<file path="config.mk">
export PLATFORM = sky130hd
export DESIGN_NAME = dect_counter_timer
export DESIGN_NICKNAME = d
export VERILOG_FILES = /design/src/dect_pkg.sv /design/src/dect_counter_timer.sv
export VERILOG_INCLUDE_DIRS = /design/src
export SDC_FILE = /design/constraint.sdc
export NUM_CORES = 1
export LEC_CHECK = 0
export BUFFER_PORTS_ARGS = -buffer_cell sky130_fd_sc_hd__buf_2
export CAP_MARGIN = 0
export CORE_ASPECT_RATIO = 0.9
export CORE_MARGIN = 4
export CORE_UTILIZATION = 36
export CTS_CLUSTER_SIZE = 14
export DETAILED_ROUTE_END_ITERATION = 8
export PLACE_DENSITY = 0.49
export SYNTH_ARGS = -nofsm -noshare
export SYNTH_HDL_FRONTEND = slang
export SYNTH_SLANG_ARGS = --single-unit
</file>
<file path="constraint.sdc">
create_clock -name ref_clk -period 7.1 [get_ports ref_clk]
set_input_delay 0 -clock ref_clk [delete_from_list [all_inputs] [get_ports ref_clk]]
set_output_delay 0 -clock ref_clk [all_outputs]
set_load 0.02 [all_outputs]
</file>
<file path="src/dect_defines.svh">
// Purpose: Constants for the dual event counter/timer.
// Assumes: 100 MHz ref_clk.
// Notes: Timing counts derive from the clock period.
`ifndef DECT_DEFINES_SVH
`define DECT_DEFINES_SVH
`define DECT_CNT_W 32
`define DECT_SRC_W 5
`define DECT_ACT_W 3
`define DECT_CLK_MHZ 100
`define DECT_TICK_US 1
`define DECT_TICK_CYC (`DECT_TICK_US * `DECT_CLK_MHZ)
`define DECT_CNT_RST 32'h0000_0000
`endif

</file>
<file path="src/dect_pkg.sv">
// Purpose: Types for the dual event counter/timer.
// Assumes: Constants come from dect_defines.svh.
// Notes: Source codes follow the selection order of the source list.
`include "dect_defines.svh"
package dect_pkg;
	typedef enum logic [4:0] {
		DECT_SRC_OFF = 5'h00, DECT_SRC_MHZ = 5'h01,
		DECT_SRC_LINE0 = 5'h02, DECT_SRC_LINE1 = 5'h03, DECT_SRC_LINE2 = 5'h04, DECT_SRC_LINE3 = 5'h05,
		DECT_SRC_UOUT0 = 5'h06, DECT_SRC_UOUT1 = 5'h07, DECT_SRC_UOUT2 = 5'h08, DECT_SRC_UOUT3 = 5'h09,
		DECT_SRC_C0START = 5'h0a, DECT_SRC_C1START = 5'h0b, DECT_SRC_C0END = 5'h0c, DECT_SRC_C1END = 5'h0d,
		DECT_SRC_LB0 = 5'h0e, DECT_SRC_LB1 = 5'h0f,
		DECT_SRC_EXPSTART = 5'h10, DECT_SRC_EXPEND = 5'h11, DECT_SRC_FTWAIT = 5'h12
	} dect_src_t;
	typedef enum logic [2:0] {
		DECT_ACT_LOW = 3'h0, DECT_ACT_HIGH = 3'h1, DECT_ACT_FALL = 3'h2,
		DECT_ACT_RISE = 3'h3, DECT_ACT_ANY = 3'h4
	} dect_act_t;
	typedef enum logic [1:0] {
		DECT_ST_IDLE = 2'h0, DECT_ST_WAIT = 2'h1, DECT_ST_ACTIVE = 2'h2, DECT_ST_DONE = 2'h3
	} dect_status_t;
	typedef struct packed {
		dect_src_t inc_src;
		dect_act_t inc_act;
		dect_src_t trig_src;
		dect_act_t trig_act;
		dect_src_t clr_src;
		dect_act_t clr_act;
		logic [`DECT_CNT_W-1:0] start_thr;
		logic [`DECT_CNT_W-1:0] end_thr;
	} dect_cfg_t;
	typedef struct packed {
		dect_status_t st;
		logic [`DECT_CNT_W-1:0] cnt;
		logic [`DECT_CNT_W-1:0] cap;
		logic [18:0] src_prev;
		logic start_p;
		logic end_p;
	} dect_unit_t;
	typedef struct packed {
		dect_unit_t [1:0] u;
		dect_cfg_t [1:0] cfg;
		logic [6:0] tick_div;
		logic tick_lvl;
		logic [`DECT_CNT_W-1:0] rd_present;
		logic [`DECT_CNT_W-1:0] rd_captured;
		dect_status_t rd_state;
	} dect_state_t;
endpackage

</file>
<file path="src/dect_counter_timer.sv">
// Purpose: Two selectable event counter/timers with start and end events.
// Assumes: All inputs synchronous to ref_clk; configuration written through plain ports.
// Notes: Configuration write targets the unit chosen by tally_unit_select.
`timescale 1ns/100ps
`include "dect_defines.svh"
module dect_counter_timer
	import dect_pkg::*;
(
	// Clock and reset.
	input wire logic ref_clk,
	input wire logic srst,
	// Camera signal sources.
	input wire logic [3:0] line_in,
	input wire logic [3:0] user_out,
	input wire logic [1:0] logic_block_out,
	input wire logic exposure_start,
	input wire logic exposure_end,
	input wire logic frame_trigger_wait,
	// Configuration, applied to the selected unit.
	input wire logic tally_unit_select,
	input wire logic cfg_wr,
	input wire dect_cfg_t cfg_wdata,
	// Readback of the selected unit.
	output logic [`DECT_CNT_W-1:0] tally_present,
	output logic [`DECT_CNT_W-1:0] tally_captured_at_clear,
	output dect_status_t tally_state,
	// Start and end event pulses.
	output logic [1:0] start_event,
	output logic [1:0] end_event
);
	dect_state_t s_q;
	dect_state_t s_d;
	logic [18:0] src_vec;

	logic [1:0] inc_hit;
	logic [1:0] trig_hit;
	logic [1:0] clr_hit;

	for (genvar g = 0; g < 2; g++) begin : g_unit
		dect_qualify #(
			.SRC_N(19)
		) u_inc_q (
			.sel(s_q.cfg[g].inc_src),
			.act(s_q.cfg[g].inc_act),
			.now(src_vec),
			.prev(s_q.u[g].src_prev),
			.hit(inc_hit[g])
		);
		dect_qualify #(
			.SRC_N(19)
		) u_trig_q (
			.sel(s_q.cfg[g].trig_src),
			.act(s_q.cfg[g].trig_act),
			.now(src_vec),
			.prev(s_q.u[g].src_prev),
			.hit(trig_hit[g])
		);
		dect_qualify #(
			.SRC_N(19)
		) u_clr_q (
			.sel(s_q.cfg[g].clr_src),
			.act(s_q.cfg[g].clr_act),
			.now(src_vec),
			.prev(s_q.u[g].src_prev),
			.hit(clr_hit[g])
		);
	end

	always_comb begin
		// Bit index equals the source code; bit 0 (off) never fires.
		src_vec = {frame_trigger_wait, exposure_end, exposure_start, logic_block_out,
			s_q.u[1].end_p, s_q.u[0].end_p, s_q.u[1].start_p, s_q.u[0].start_p,
			user_out, line_in, s_q.tick_lvl, 1'b0};
	end

	always_comb begin
		logic inc;
		logic trig;
		logic clr;
		logic [`DECT_CNT_W-1:0] nxt;
		inc = 1'b0;
		trig = 1'b0;
		clr = 1'b0;
		nxt = '0;
		s_d = s_q;
		s_d.tick_lvl = 1'b0;
		if (s_q.tick_div == 7'(`DECT_TICK_CYC - 1)) begin
			s_d.tick_div = '0;
			s_d.tick_lvl = 1'b1;
		end else begin
			s_d.tick_div = s_q.tick_div + 7'h01;
		end
		if (cfg_wr) begin
			s_d.cfg[tally_unit_select] = cfg_wdata;
			if (cfg_wdata.trig_src != DECT_SRC_OFF && cfg_wdata.trig_src != s_q.cfg[tally_unit_select].trig_src) begin
				s_d.cfg[tally_unit_select].clr_src = DECT_SRC_OFF;
			end else if (cfg_wdata.clr_src != DECT_SRC_OFF) begin
				s_d.cfg[tally_unit_select].trig_src = DECT_SRC_OFF;
			end
		end
		for (int i = 0; i < 2; i++) begin
			inc = inc_hit[i];
			trig = trig_hit[i];
			clr = clr_hit[i];
			s_d.u[i].src_prev = src_vec;
			s_d.u[i].start_p = 1'b0;
			s_d.u[i].end_p = 1'b0;
			nxt = s_q.u[i].cnt + `DECT_CNT_W'(1);
			if (clr && s_q.u[i].st != DECT_ST_IDLE) begin
				s_d.u[i].cap = s_q.u[i].cnt;
				s_d.u[i].cnt = `DECT_CNT_RST;
				s_d.u[i].st = (s_q.cfg[i].inc_src == DECT_SRC_OFF) ? DECT_ST_IDLE : DECT_ST_ACTIVE;
			end else begin
				unique case (s_q.u[i].st)
					DECT_ST_IDLE: begin
						if (s_q.cfg[i].inc_src != DECT_SRC_OFF) begin
							s_d.u[i].st = (s_q.cfg[i].trig_src != DECT_SRC_OFF) ? DECT_ST_WAIT : DECT_ST_ACTIVE;
						end
					end
					DECT_ST_WAIT: begin
						if (s_q.cfg[i].inc_src == DECT_SRC_OFF) begin
							s_d.u[i].st = DECT_ST_IDLE;
						end else if (trig || s_q.cfg[i].trig_src == DECT_SRC_OFF) begin
							s_d.u[i].st = DECT_ST_ACTIVE;
							s_d.u[i].cnt = `DECT_CNT_RST;
						end
					end
					DECT_ST_ACTIVE: begin
						if (s_q.cfg[i].inc_src == DECT_SRC_OFF) begin
							s_d.u[i].st = DECT_ST_IDLE;
						end else if (inc) begin
							s_d.u[i].cnt = nxt;
							if (nxt == s_q.cfg[i].start_thr) begin
								s_d.u[i].start_p = 1'b1;
							end
							if (nxt == s_q.cfg[i].end_thr) begin
								s_d.u[i].end_p = 1'b1;
								s_d.u[i].st = DECT_ST_DONE;
							end
						end
					end
					DECT_ST_DONE: begin
						if (s_q.cfg[i].inc_src == DECT_SRC_OFF) begin
							s_d.u[i].st = DECT_ST_IDLE;
						end else if (s_q.cfg[i].trig_src != DECT_SRC_OFF && trig) begin
							s_d.u[i].st = DECT_ST_ACTIVE;
							s_d.u[i].cnt = `DECT_CNT_RST;
						end
					end
				endcase
			end
		end
		s_d.rd_present = s_q.u[tally_unit_select].cnt;
		s_d.rd_captured = s_q.u[tally_unit_select].cap;
		s_d.rd_state = s_q.u[tally_unit_select].st;
	end

	always_ff @(posedge ref_clk) begin
		if (srst) begin
			s_q <= '0;
		end else begin
			s_q <= s_d;
		end
	end

	assign tally_present = s_q.rd_present;
	assign tally_captured_at_clear = s_q.rd_captured;
	assign tally_state = s_q.rd_state;
	assign start_event = {s_q.u[1].start_p, s_q.u[0].start_p};
	assign end_event = {s_q.u[1].end_p, s_q.u[0].end_p};
endmodule

// Qualifies one selected source; activation applies to level sources only.
module dect_qualify
	import dect_pkg::*;
#(
	parameter int SRC_N = 19
)
(
	// Selection and activation.
	input wire dect_src_t sel,
	input wire dect_act_t act,
	// Source levels now and one cycle earlier.
	input wire logic [SRC_N-1:0] now,
	input wire logic [SRC_N-1:0] prev,
	// Qualified event.
	output logic hit
);
	logic c;
	logic p;

	always_comb begin
		c = now[sel];
		p = prev[sel];
		hit = 1'b0;
		if (sel == DECT_SRC_OFF) begin
			hit = 1'b0;
		end else if (sel == DECT_SRC_MHZ || sel >= DECT_SRC_C0START && sel <= DECT_SRC_C1END) begin
			// Pulse sources carry no activation; each pulse counts once.
			hit = c;
		end else begin
			unique case (act)
				DECT_ACT_LOW: hit = ~c;
				DECT_ACT_HIGH: hit = c;
				DECT_ACT_FALL: hit = p & ~c;
				DECT_ACT_RISE: hit = ~p & c;
				DECT_ACT_ANY: hit = p ^ c;
				default: hit = 1'b0;
			endcase
		end
	end
endmodule

</file>
; ---- Yosys cells after proc, flatten, opt, wreduce, memory -nomap -nowiden
; Index checks and enable logic that the tools add are counted.
[classes]
order_cmp = 20
reduce_logical = 53
n_addsub = 3
muxes = 94
bitwise_logic = 34
eq_ne = 64
[op_table]
columns = op, count
row1 = 176-bit bitwise mux, 3
row2 = 176-bit two-way mux, 2
row3 = 34-bit two-way mux, 8
row4 = 88-bit demux with 1-bit select, 3
row5 = 80-bit two-way mux, 3
row6 = 32-bit two-way mux, 6
row7 = 32-bit case mux with 3 select lines, 2
row8 = 87-bit two-way mux, 2
row9 = 32-bit == test, 4
row10 = 88-bit two-way mux, 1
row11 = 72-bit two-way mux, 1
row12 = "32-bit by 1-bit adder with 32-bit output, second input constant", 2
row13 = 1-bit binary-select mux with 5-bit select, 12
row14 = "3-bit by 2-bit == test with 1-bit output, second input constant", 12
row15 = "5-bit by 6-bit less-than comparator with 1-bit output, second input constant", 6
row16 = "5-bit by 1-bit == test with 1-bit output, second input constant", 6
row17 = "5-bit by 4-bit greater-or-equal comparator with 1-bit output, second input constant", 6
row18 = "5-bit by 4-bit less-or-equal comparator with 1-bit output, second input constant", 6
row19 = 5-bit zero test, 6
row20 = 1-bit case mux with 5 select lines, 6
row21 = 5-bit nonzero test, 6
row22 = 1-bit two-way mux, 29
row23 = 2-bit two-way mux, 14
row24 = "4-bit inequality test, second input constant", 6
row25 = 27 further kinds, 116
[totals]
out_inout_bits = 70
inputBits = 105
elab_cells = 302
ff_bits = 406

; ---- Depth between registers and ports, before layout
; Gate-level depths: netlist (run 1).
[depth]
word_depth = 12
ltp_mapped = 22
depth_no_buf = 16

; ---- Modules after synthesis
; A second synthesis (run 1) with hierarchy kept.
[hier_totals]
cells_unflattened = 2779
hier_area_um2 = 22253.8
[modules_own_cells]
columns = module, cells_each, instances, area_per_inst_um2, seq_area_each_um2
row1 = dect_counter_timer, 2419, 1, 19213.4, 8087.8
row2 = dect_qualify, 60, 6, 506.7, 0.0

; ---- Worst setup path before layout (run 1)
; OpenSTA, ideal clock, no wires.
[synth_timing]
path_kind = reg-to-reg
startpoint = register s_q[238] (netlist name)
endpoint = register s_q[408] (netlist name)
path_slack_ns = 2.448
arrival_time_ns = 4.578
t_required_ns = 7.026
n_path_buf = 5
period_less_slack_ns = 4.652
stages_incl_launch_ff = 20
setup_ns = 0.074
cell_sequence = dfxtp_1 > buf_6 > clkbuf_1 > mux4_1 > mux4_2 > o21ai_0 > inv_1 > ha_1 > or3b_2 > a21oi_1 > o21bai_1 > a22oi_1 > a221oi_1 > or3b_1 > buf_2 > or2_1 > buf_6 > buf_6 > or4_1 > a31oi_1
[synth_between]
elab_chain_len = 10
word_cells_on_any_way = 24
classes_between = 2 x order compare / 3 x eq/ne / 7 x mux / 5 x bitwise / 7 x reduce/logical
[synth_rtl]
columns = element, line_no
row1 = start: declaration, dect_counter_timer.sv:31  ; dect_state_t s_q;
row2 = start signal: assignment, dect_counter_timer.sv:160  ; s_q <= '0;
row3 = start signal: assignment, dect_counter_timer.sv:162  ; s_q <= s_d;
row4 = "1-bit binary-select mux with 5-bit select, on equally long branches", "dect_counter_timer.sv:194, dect_counter_timer.sv:193"
row5 = "1-bit two-way mux, on equally long branches", "dect_counter_timer.sv:194, dect_counter_timer.sv:193"
row6 = "1-bit inverter, on equally long branches", "dect_counter_timer.sv:206, dect_counter_timer.sv:203, dect_counter_timer.sv:205"
row7 = "1-bit bitwise AND, on equally long branches", "dect_counter_timer.sv:206, dect_counter_timer.sv:205"
row8 = 1-bit case mux with 5 select lines, dect_counter_timer.sv:202  ; unique case (act)
row9 = 1-bit two-way mux, dect_counter_timer.sv:198  ; end else if (sel == DECT_SRC_MHZ || sel >= DECT_SRC_C0START && sel <= DECT_SRC_C1END) begin
row10 = 1-bit two-way mux, dect_counter_timer.sv:196  ; if (sel == DECT_SRC_OFF) begin
row11 = 1-bit logical AND / 1-bit logical OR (equally long branches), "dect_counter_timer.sv:145, dect_counter_timer.sv:123"
row12 = 2-bit inequality test (no line), n/a
row13 = 7-bit AND reduction (no line) *, n/a
; Every way passes the cells marked *; elsewhere a longest branch is shown, timed or not. The select of a mux whose other input is x is not followed.
; A chain may end at the register's enable or synchronous reset.

; ---- Worst setup path after layout (run 1)
[layout_timing]
startpoint = register s_q[237] (netlist name)
endpoint = register s_q[405] (netlist name)
; Same word-level chain as after synthesis.

==> run_results.csv, run 1 <==
group,metric,value,unit
synth,yosysWarnings,0,
setup_path,r2r-end,"s_q[405]",
synth,synthArstFlopShare,0,
synth,synth_cell_type_count,90,
placement,placement.io_buffers,174,
drt,drc_errors,0,
worst_hold_path,hold_depth,4,
power_and_ir_drop,p_clk_frac,0.437,
setup_path,end_kind,"flip-flop",
cts,clk-insertion-delay-late,0.60,ns
grt,grt_pass1_vias,19600,
power_and_ir_drop,seqPwrFrac,0.451,
die,coreArea,61300,um2
power_and_ir_drop,swShare,0.276,
synth,synth_seq_cells,404,
finish,fin_nets,2943,
timing,setup_violations,0,
die,die_y,244,um
setup_path,critPathMaxFanout,63,
grt,busiest_layer,"met2",
power_and_ir_drop,p_leak,0.00949,uW
drt,ant_nets,0,
power_and_ir_drop,p_comb_frac,0.113,
placement,place_hpwl,63000,um
timing,worstMarginPinSlew,1.30,ns
power_and_ir_drop,intPower,3890,uW
timing,hold_viol_final,0,
grt,grt_usage,0.256,
timing,fin_crit_sh,0.782,
grt,grt_pass1_wl,130000,um
die,initial_utilization,0.364,
cts,cts_max_level,2,
setup_path,criticalPathCategory,"reg -> reg",
grt,gr-usage-met3,0.0360,
grt,grtUsageMet2,0.386,
die,ios,175,
timing,fin_worst_skew,0.0404,ns
setup_path,crit_arrival,6.04,ns
drt,drt_iter0_drc,2444,
setup_path,rr_startpoint,"s_q[237]",
worst_hold_path,worstHoldStart,"cfg_wdata[59]",
power_and_ir_drop,ir_drop,163,uV
synth,syn-cell-area,22300,um2
finish,syn2layout_area_growth,14.3,%
grt,grt_max_degree,124,
finish,drive_gt1_frac,0.121,
die,die_area,66000,um2
power_and_ir_drop,powerDensity,210,nW/um2
die,num_rows,86,
synth,yosys.area.top_type,"dfxtp_1",
setup_path,crit_start,"s_q[237]",
synth,yosysMostFrequentCell,"nand2_1",
grt,grt-ovfl-total,0,
drt,first_pass_iters,8,
cts,cts_buffers,46,
synth,netlist_instances,2771,
grt,antenna_found_initial,2,
drt,vias,20900,
setup_path,reg2reg_depth,14,
setup_path,cp_cell_sequence,"mux4_1 > mux4_2 > o21ai_0 > inv_1 > ha_1 > or3b_2 > a21oi_1 > o21bai_1 > a22oi_1 > a221oi_1 > or3b_1 > or2_2 > or4_1 > a31oi_1",
setup_path,crit_slowest_cell,"or2_2",
timing,final.setup.tns,0,ns
cts,clock_path_buffers,3,
die,die-width,270,um
cts,cts_tree,"done",
cts,clk_pin_slew,0.06,ns
timing,slew_violations,0,
setup_path,crit_path_start_kind,"flip-flop",
worst_hold_path,hold_path_class,"in -> reg",
finish,fillerInstances,6175,
setup_path,required,7.58,ns
timing,layout_min_cycle_time,5.56,ns
timing,timing.fmax,0.180,GHz
finish,fin_util,0.416,
drt,viasPerCell,5.73,
grt,met1_usage,0.385,
cts,cts_resized,0,
drt,post_drt_wl_per_cell,24.0,um
flow_run,drv_cap,0,
placement,place_congestion,0.932,
cts,cts.sinks,404,
setup_path,slowest_delay,0.70,ns
synth,synth_edf_count,0,
synth,yosys_most_used_dff,"dfxtp_1",
outcome,outcome,"completed",
power_and_ir_drop,switchingPower,1480,uW
finish,num_antenna_cells,0,
timing,slew_headroom,0.133,
synth,avgSynthCellArea,8.05,um2
cts,cts-root-buf,"clkbuf_16",
synth,ys_top_cells_by_area,"dfxtp_1 (36%), nand2_1 (8.6%), mux2i_1 (6.1%), a21oi_1 (6.0%), xnor2_1 (4.6%)",
synth,synth_nets,2891,
drt,routed_wl,87700,um
timing,rsz0062_at_grt,"false",
synth,ys_seq_area_frac,0.362,
synth,synthTopCellsByCount,"nand2_1 (514), dfxtp_1 (404), a21oi_1 (269), nor2_1 (184), clkbuf_1 (181)",
setup_path,regToRegSetupSlack,1.54,ns
synth,synth_top_area_frac,0.362,
-- routing by layer --
metal,up-vias,routed length [um]
met1,10200,41800
met5,-,12
met3,148,6520
met2,919,37200
met4,2,2180
li1,9686,-
-- critical path, delay by kind of cell (launching register included) --
family / cells / cell delay (ns)
adders and majority gates: 1 / 0.27
DFF: 1 / 0.68
muxes: 2 / 1.08
AOI/OAI and AO/OA: 6 / 1.01
buffers and inverters: 1 / 0.08
and+or+nand+nor: 4 / 2.29
-- worst max path at each step --
stage | to | cells after the start
2_1_floorplan | s_q[408] | 19
3_3_place_gp | end_event[1] | 14
3_5_place_dp | s_q[392] | 14
4_1_cts | s_q[421] | 14
5_1_grt | s_q[415] | 14
6_report | s_q[405] | 14
-- cells by family (layout without fill, tap and decap cells) --
group	count (synthesis)	count (layout)	share of synthesized area
XOR/XNOR	181	181	0.0742
adder cells (fa/ha/maj)	15	15	0.00841
AND/OR/NAND/NOR	1134	1134	0.242
multiplexers	188	188	0.105
AO/OA/AOI/OAI	513	513	0.137
buffers and inverters	336	423	0.0719
flip-flops	404	404	0.362
-- layout by cell type, fill, tap and decap left out, types with 17 or more instances in the layout --
master	synthesis	final
nand3b_1	17	17
nor3_1	46	45
a21oi_1	269	269
nor2b_1	40	39
dfxtp_1	404	404
nand3_1	87	87
a31oi_1	41	41
dlygate4sd3_1	0	114
inv_1	33	33
o21ai_0	82	82
buf_4	72	20
nand2_1	514	513
nand4_1	36	36
mux4_2	32	32
xor2_1	59	59
xnor2_1	117	117
or4_1	31	31
and3_1	29	29
nor2_1	184	182
nor4_1	37	36
nand2b_1	24	23
mux2_2	17	17
mux2i_1	137	137
clkbuf_16	0	46
buf_2	22	172
-- power groups by stage --
stage | clock network [uW] | logic (uW) | registers, uW
after detailed placement | 0 | 548 | 2460
after CTS | 2400 | 597 | 2410
after global placement | 0 | 541 | 2460
final | 2340 | 605 | 2420
after floorplan | 0 | 390 | 2400
after global routing | 2480 | 654 | 2420
-- final cells by class --
cell class,count,area (um2),area share
Multi-Input combinational cell,2031,12700,0.497
Clock buffer,64,1260,0.0493
Tap cell,792,991,0.0388
Clock inverter,19,213,0.00834
Timing Repair Buffer,307,2170,0.0849
Sequential cell,404,8090,0.317
Inverter,33,124,0.00485
-- stage by stage --
stage               cell area, um2  instances  setup WS [ns]  power, uW  hold slack [ns]
floorplan                    22300       2771           2.45       2790            0.128
finish                       25500       3650           1.54       5370            0.196
global route                 25500       3650           1.26       5560            0.207
detailed placement           22900       3453           1.62       3010            0.259
CTS                          25500       3650           1.60       5410            0.162
global placement             22900       3453           1.76       3000            0.254
-- what timing repair did --
action	CTS	global route
buffers inserted	0	0
hold endpoints to repair	204	0
hold buffers	114	0
(Power assumes the default switching activity.)
==> run 2, diff against run 1 <==
ABC_AREA = 1   (was not set)
PLACE_DENSITY = 0.51   (was 0.49)
clock period = 4.5 ns   (was 7.1 ns; I/O delays follow)
==> run_results.csv, run 2 <==
group,metric,value,unit
drt,viasPerCell,5.38,
placement,placement.io_buffers,174,
die,coreArea,59800,um2
flow_run,drv_cap,0,
cts,cts_buffers,48,
drt,drt_iter0_drc,2482,
timing,whs,0.0382,ns
setup_path,crit_top_cell,"nand2_1",
timing,slew_violations,0,
worst_hold_path,hold_depth,4,
cts,clk-insertion-delay-late,0.61,ns
setup_path,cp_cell_sequence,"inv_2 > nor2_4 > a22oi_1 > a221oi_1 > o21ai_0 > nand2_1 > inv_1 > ha_1 > nand2_1 > nor3_1 > a221oi_1 > nand4_1 > nand2_2 > inv_2 > nor2_4 > buf_4 > nand2_1 > nor2_1",
cts,clock_path_buffers,3,
cts,cts.sinks,404,
die,die_area,64400,um2
setup_path,crit_arrival,4.28,ns
finish,multiInputGateArea,11400,um2
timing,setup_violations,0,
drt,drc_errors,0,
finish,fin_util,0.426,
setup_path,criticalPathCategory,"reg -> reg",
cts,cts_max_level,2,
cts,holdBufCountCts,102,
placement,dpl_cell_area,22700,um2
synth,synthArstFlopShare,0,
finish,drive_gt1_frac,0.116,
finish,layout.area.seq,8090,um2
finish,fillerInstances,6284,
grt,antenna_found_initial,3,
synth,synth_seq_cells,404,
timing,layout_min_cycle_time,3.76,ns
finish,syn2layout_area_growth,17.1,%
grt,grt_pass1_wl,138000,um
power_and_ir_drop,ir_drop,283,uV
die,die-width,267,um
cts,post-cts-setup-buffers,0,
synth,ys_top_cells_by_area,"dfxtp_1 (37%), nand2_1 (10%), nor2_1 (9.2%), o21ai_0 (8.4%), a21oi_1 (6.4%)",
power_and_ir_drop,p_leak,0.0107,uW
die,ios,175,
drt,first_pass_iters,6,
cts,clk_pin_slew,0.06,ns
timing,fin_worst_skew,0.0295,ns
synth,yosys_most_used_dff,"dfxtp_1",
cts,cts_tree,"done",
cts,cts_resized,0,
drt,vias,22800,
die,num_rows,85,
power_and_ir_drop,powerDensity,479,nW/um2
synth,netlist_instances,3284,
setup_path,required,5.02,ns
drt,post_drt_wl_per_cell,22.2,um
setup_path,critPathMaxFanout,31,
synth,ys_seq_area_frac,0.372,
synth,synth_edf_count,0,
die,die_y,241,um
timing,setup_ws,0.744,ns
die,initial_utilization,0.364,
setup_path,cp_num_cells,18,
finish,layout_commonest_cell,"nand2_1",
grt,grt_pass1_vias,20800,
timing,fin_crit_sh,0.835,
timing,rsz0062_at_grt,"false",
drt,ant_nets,0,
setup_path,critPathTopFamily,"simple AND/OR/NAND/NOR gates",
setup_path,slowest_delay,0.69,ns
finish,num_antenna_cells,0,
setup_path,end_kind,"flip-flop",
setup_path,critPathBufInv,4,
synth,synth_cell_type_count,53,
setup_path,crit_path_start_kind,"flip-flop",
synth,avgSynthCellArea,6.62,um2
grt,grt-ovfl-total,0,
setup_path,reg2reg_depth,18,
synth,synth_top_area_frac,0.372,
finish,design_area,25500,um2
worst_hold_path,hold_path_class,"in -> reg",
finish,final_cell_mix,"nand2_1 (590), nor2_1 (533), dfxtp_1 (404)",
grt,grt_max_degree,133,
timing,slew_headroom,0.297,
placement,dp_slack,0.816,ns
synth,synthTopCellsByCount,"nand2_1 (592), nor2_1 (534), dfxtp_1 (404), o21ai_0 (367), a21oi_1 (277)",
synth,synth_nets,3404,
synth,syn-cell-area,21800,um2
placement,place_hpwl,71800,um
setup_path,crit_slowest_cell,"dfxtp_1",
cts,cts-root-buf,"clkbuf_16",
timing,final.setup.tns,0,ns
synth,yosysMostFrequentCell,"nand2_1",
timing,timing.fmax,0.266,GHz
timing,hold_viol_final,0,
synth,yosysWarnings,0,
drt,routed_wl,94200,um
timing,worstMarginPinSlew,1.05,ns
finish,fin_nets,3537,
synth,yosys.area.top_type,"dfxtp_1",
grt,grt_usage,0.284,
placement,place_congestion,0.983,
outcome,outcome,"completed",
run 2: worst min-delay path: stages:
cell and delay, ns:
buf_2 0.13, inv_6 0.20, o21ai_0 0.18, nor2_1 0.05
run 2: kinds of logic (layout without fill, tap and decap cells):
| group | count (synthesis) | after routing | share of synthesized area |
|---|---|---|---|
| fa+ha+maj | 15 | 15 | 0.00863 |
| buf+inv | 513 | 685 | 0.106 |
| xor+xnor | 58 | 58 | 0.0234 |
| flops | 404 | 404 | 0.372 |
| simple gates | 1521 | 1521 | 0.300 |
| compound gates | 773 | 773 | 0.190 |
run 2: final cells by class:
cell class / instances / share of cell area
repair buffers: 304 / 0.0851
flip-flops and latches: 404 / 0.317
well taps: 783 / 0.0385
multi-input cells: 2367 / 0.447
inverters: 292 / 0.0433
clock inverters: 33 / 0.0184
clock buffers: 56 / 0.0507
run 2: per-layer routing:
metal / GRT usage / routed length (um) / share of wire
met5: 0 / 13 / 0.00014
met4: 0.0655 / 2160 / 0.023
met3: 0.0407 / 6620 / 0.070
met2: 0.431 / 39800 / 0.42
met1: 0.427 / 45600 / 0.48
run 2: path summary, 6_finish.rpt:
check	from	endpoint	slack (ns)
min	srst	flip-flop	0.04
max reg2reg	flip-flop	s_q[306]	0.74
min reg2reg	s_q[67]	s_q[67]	0.47
max	flip-flop	s_q[306]	0.74
run 2: metrics by stage:
step | power, uW | std cells
3_5_place_dp | 7730 | 4048
3_3_place_gp | 7720 | 4048
6_report | 12200 | 4239
4_1_cts | 12200 | 4239
2_1_floorplan | 6540 | 3284
5_1_grt | 12800 | 4239
run 2: report_power, final:
part           internal, uW  leakage (uW)  switching [uW]  total, uW
sequential             3950       0.00331             460       4410
clock                  2700      0.000867            1710       4400
combinational          1010       0.00651            2390       3400
total                  7650        0.0107            4560      12200
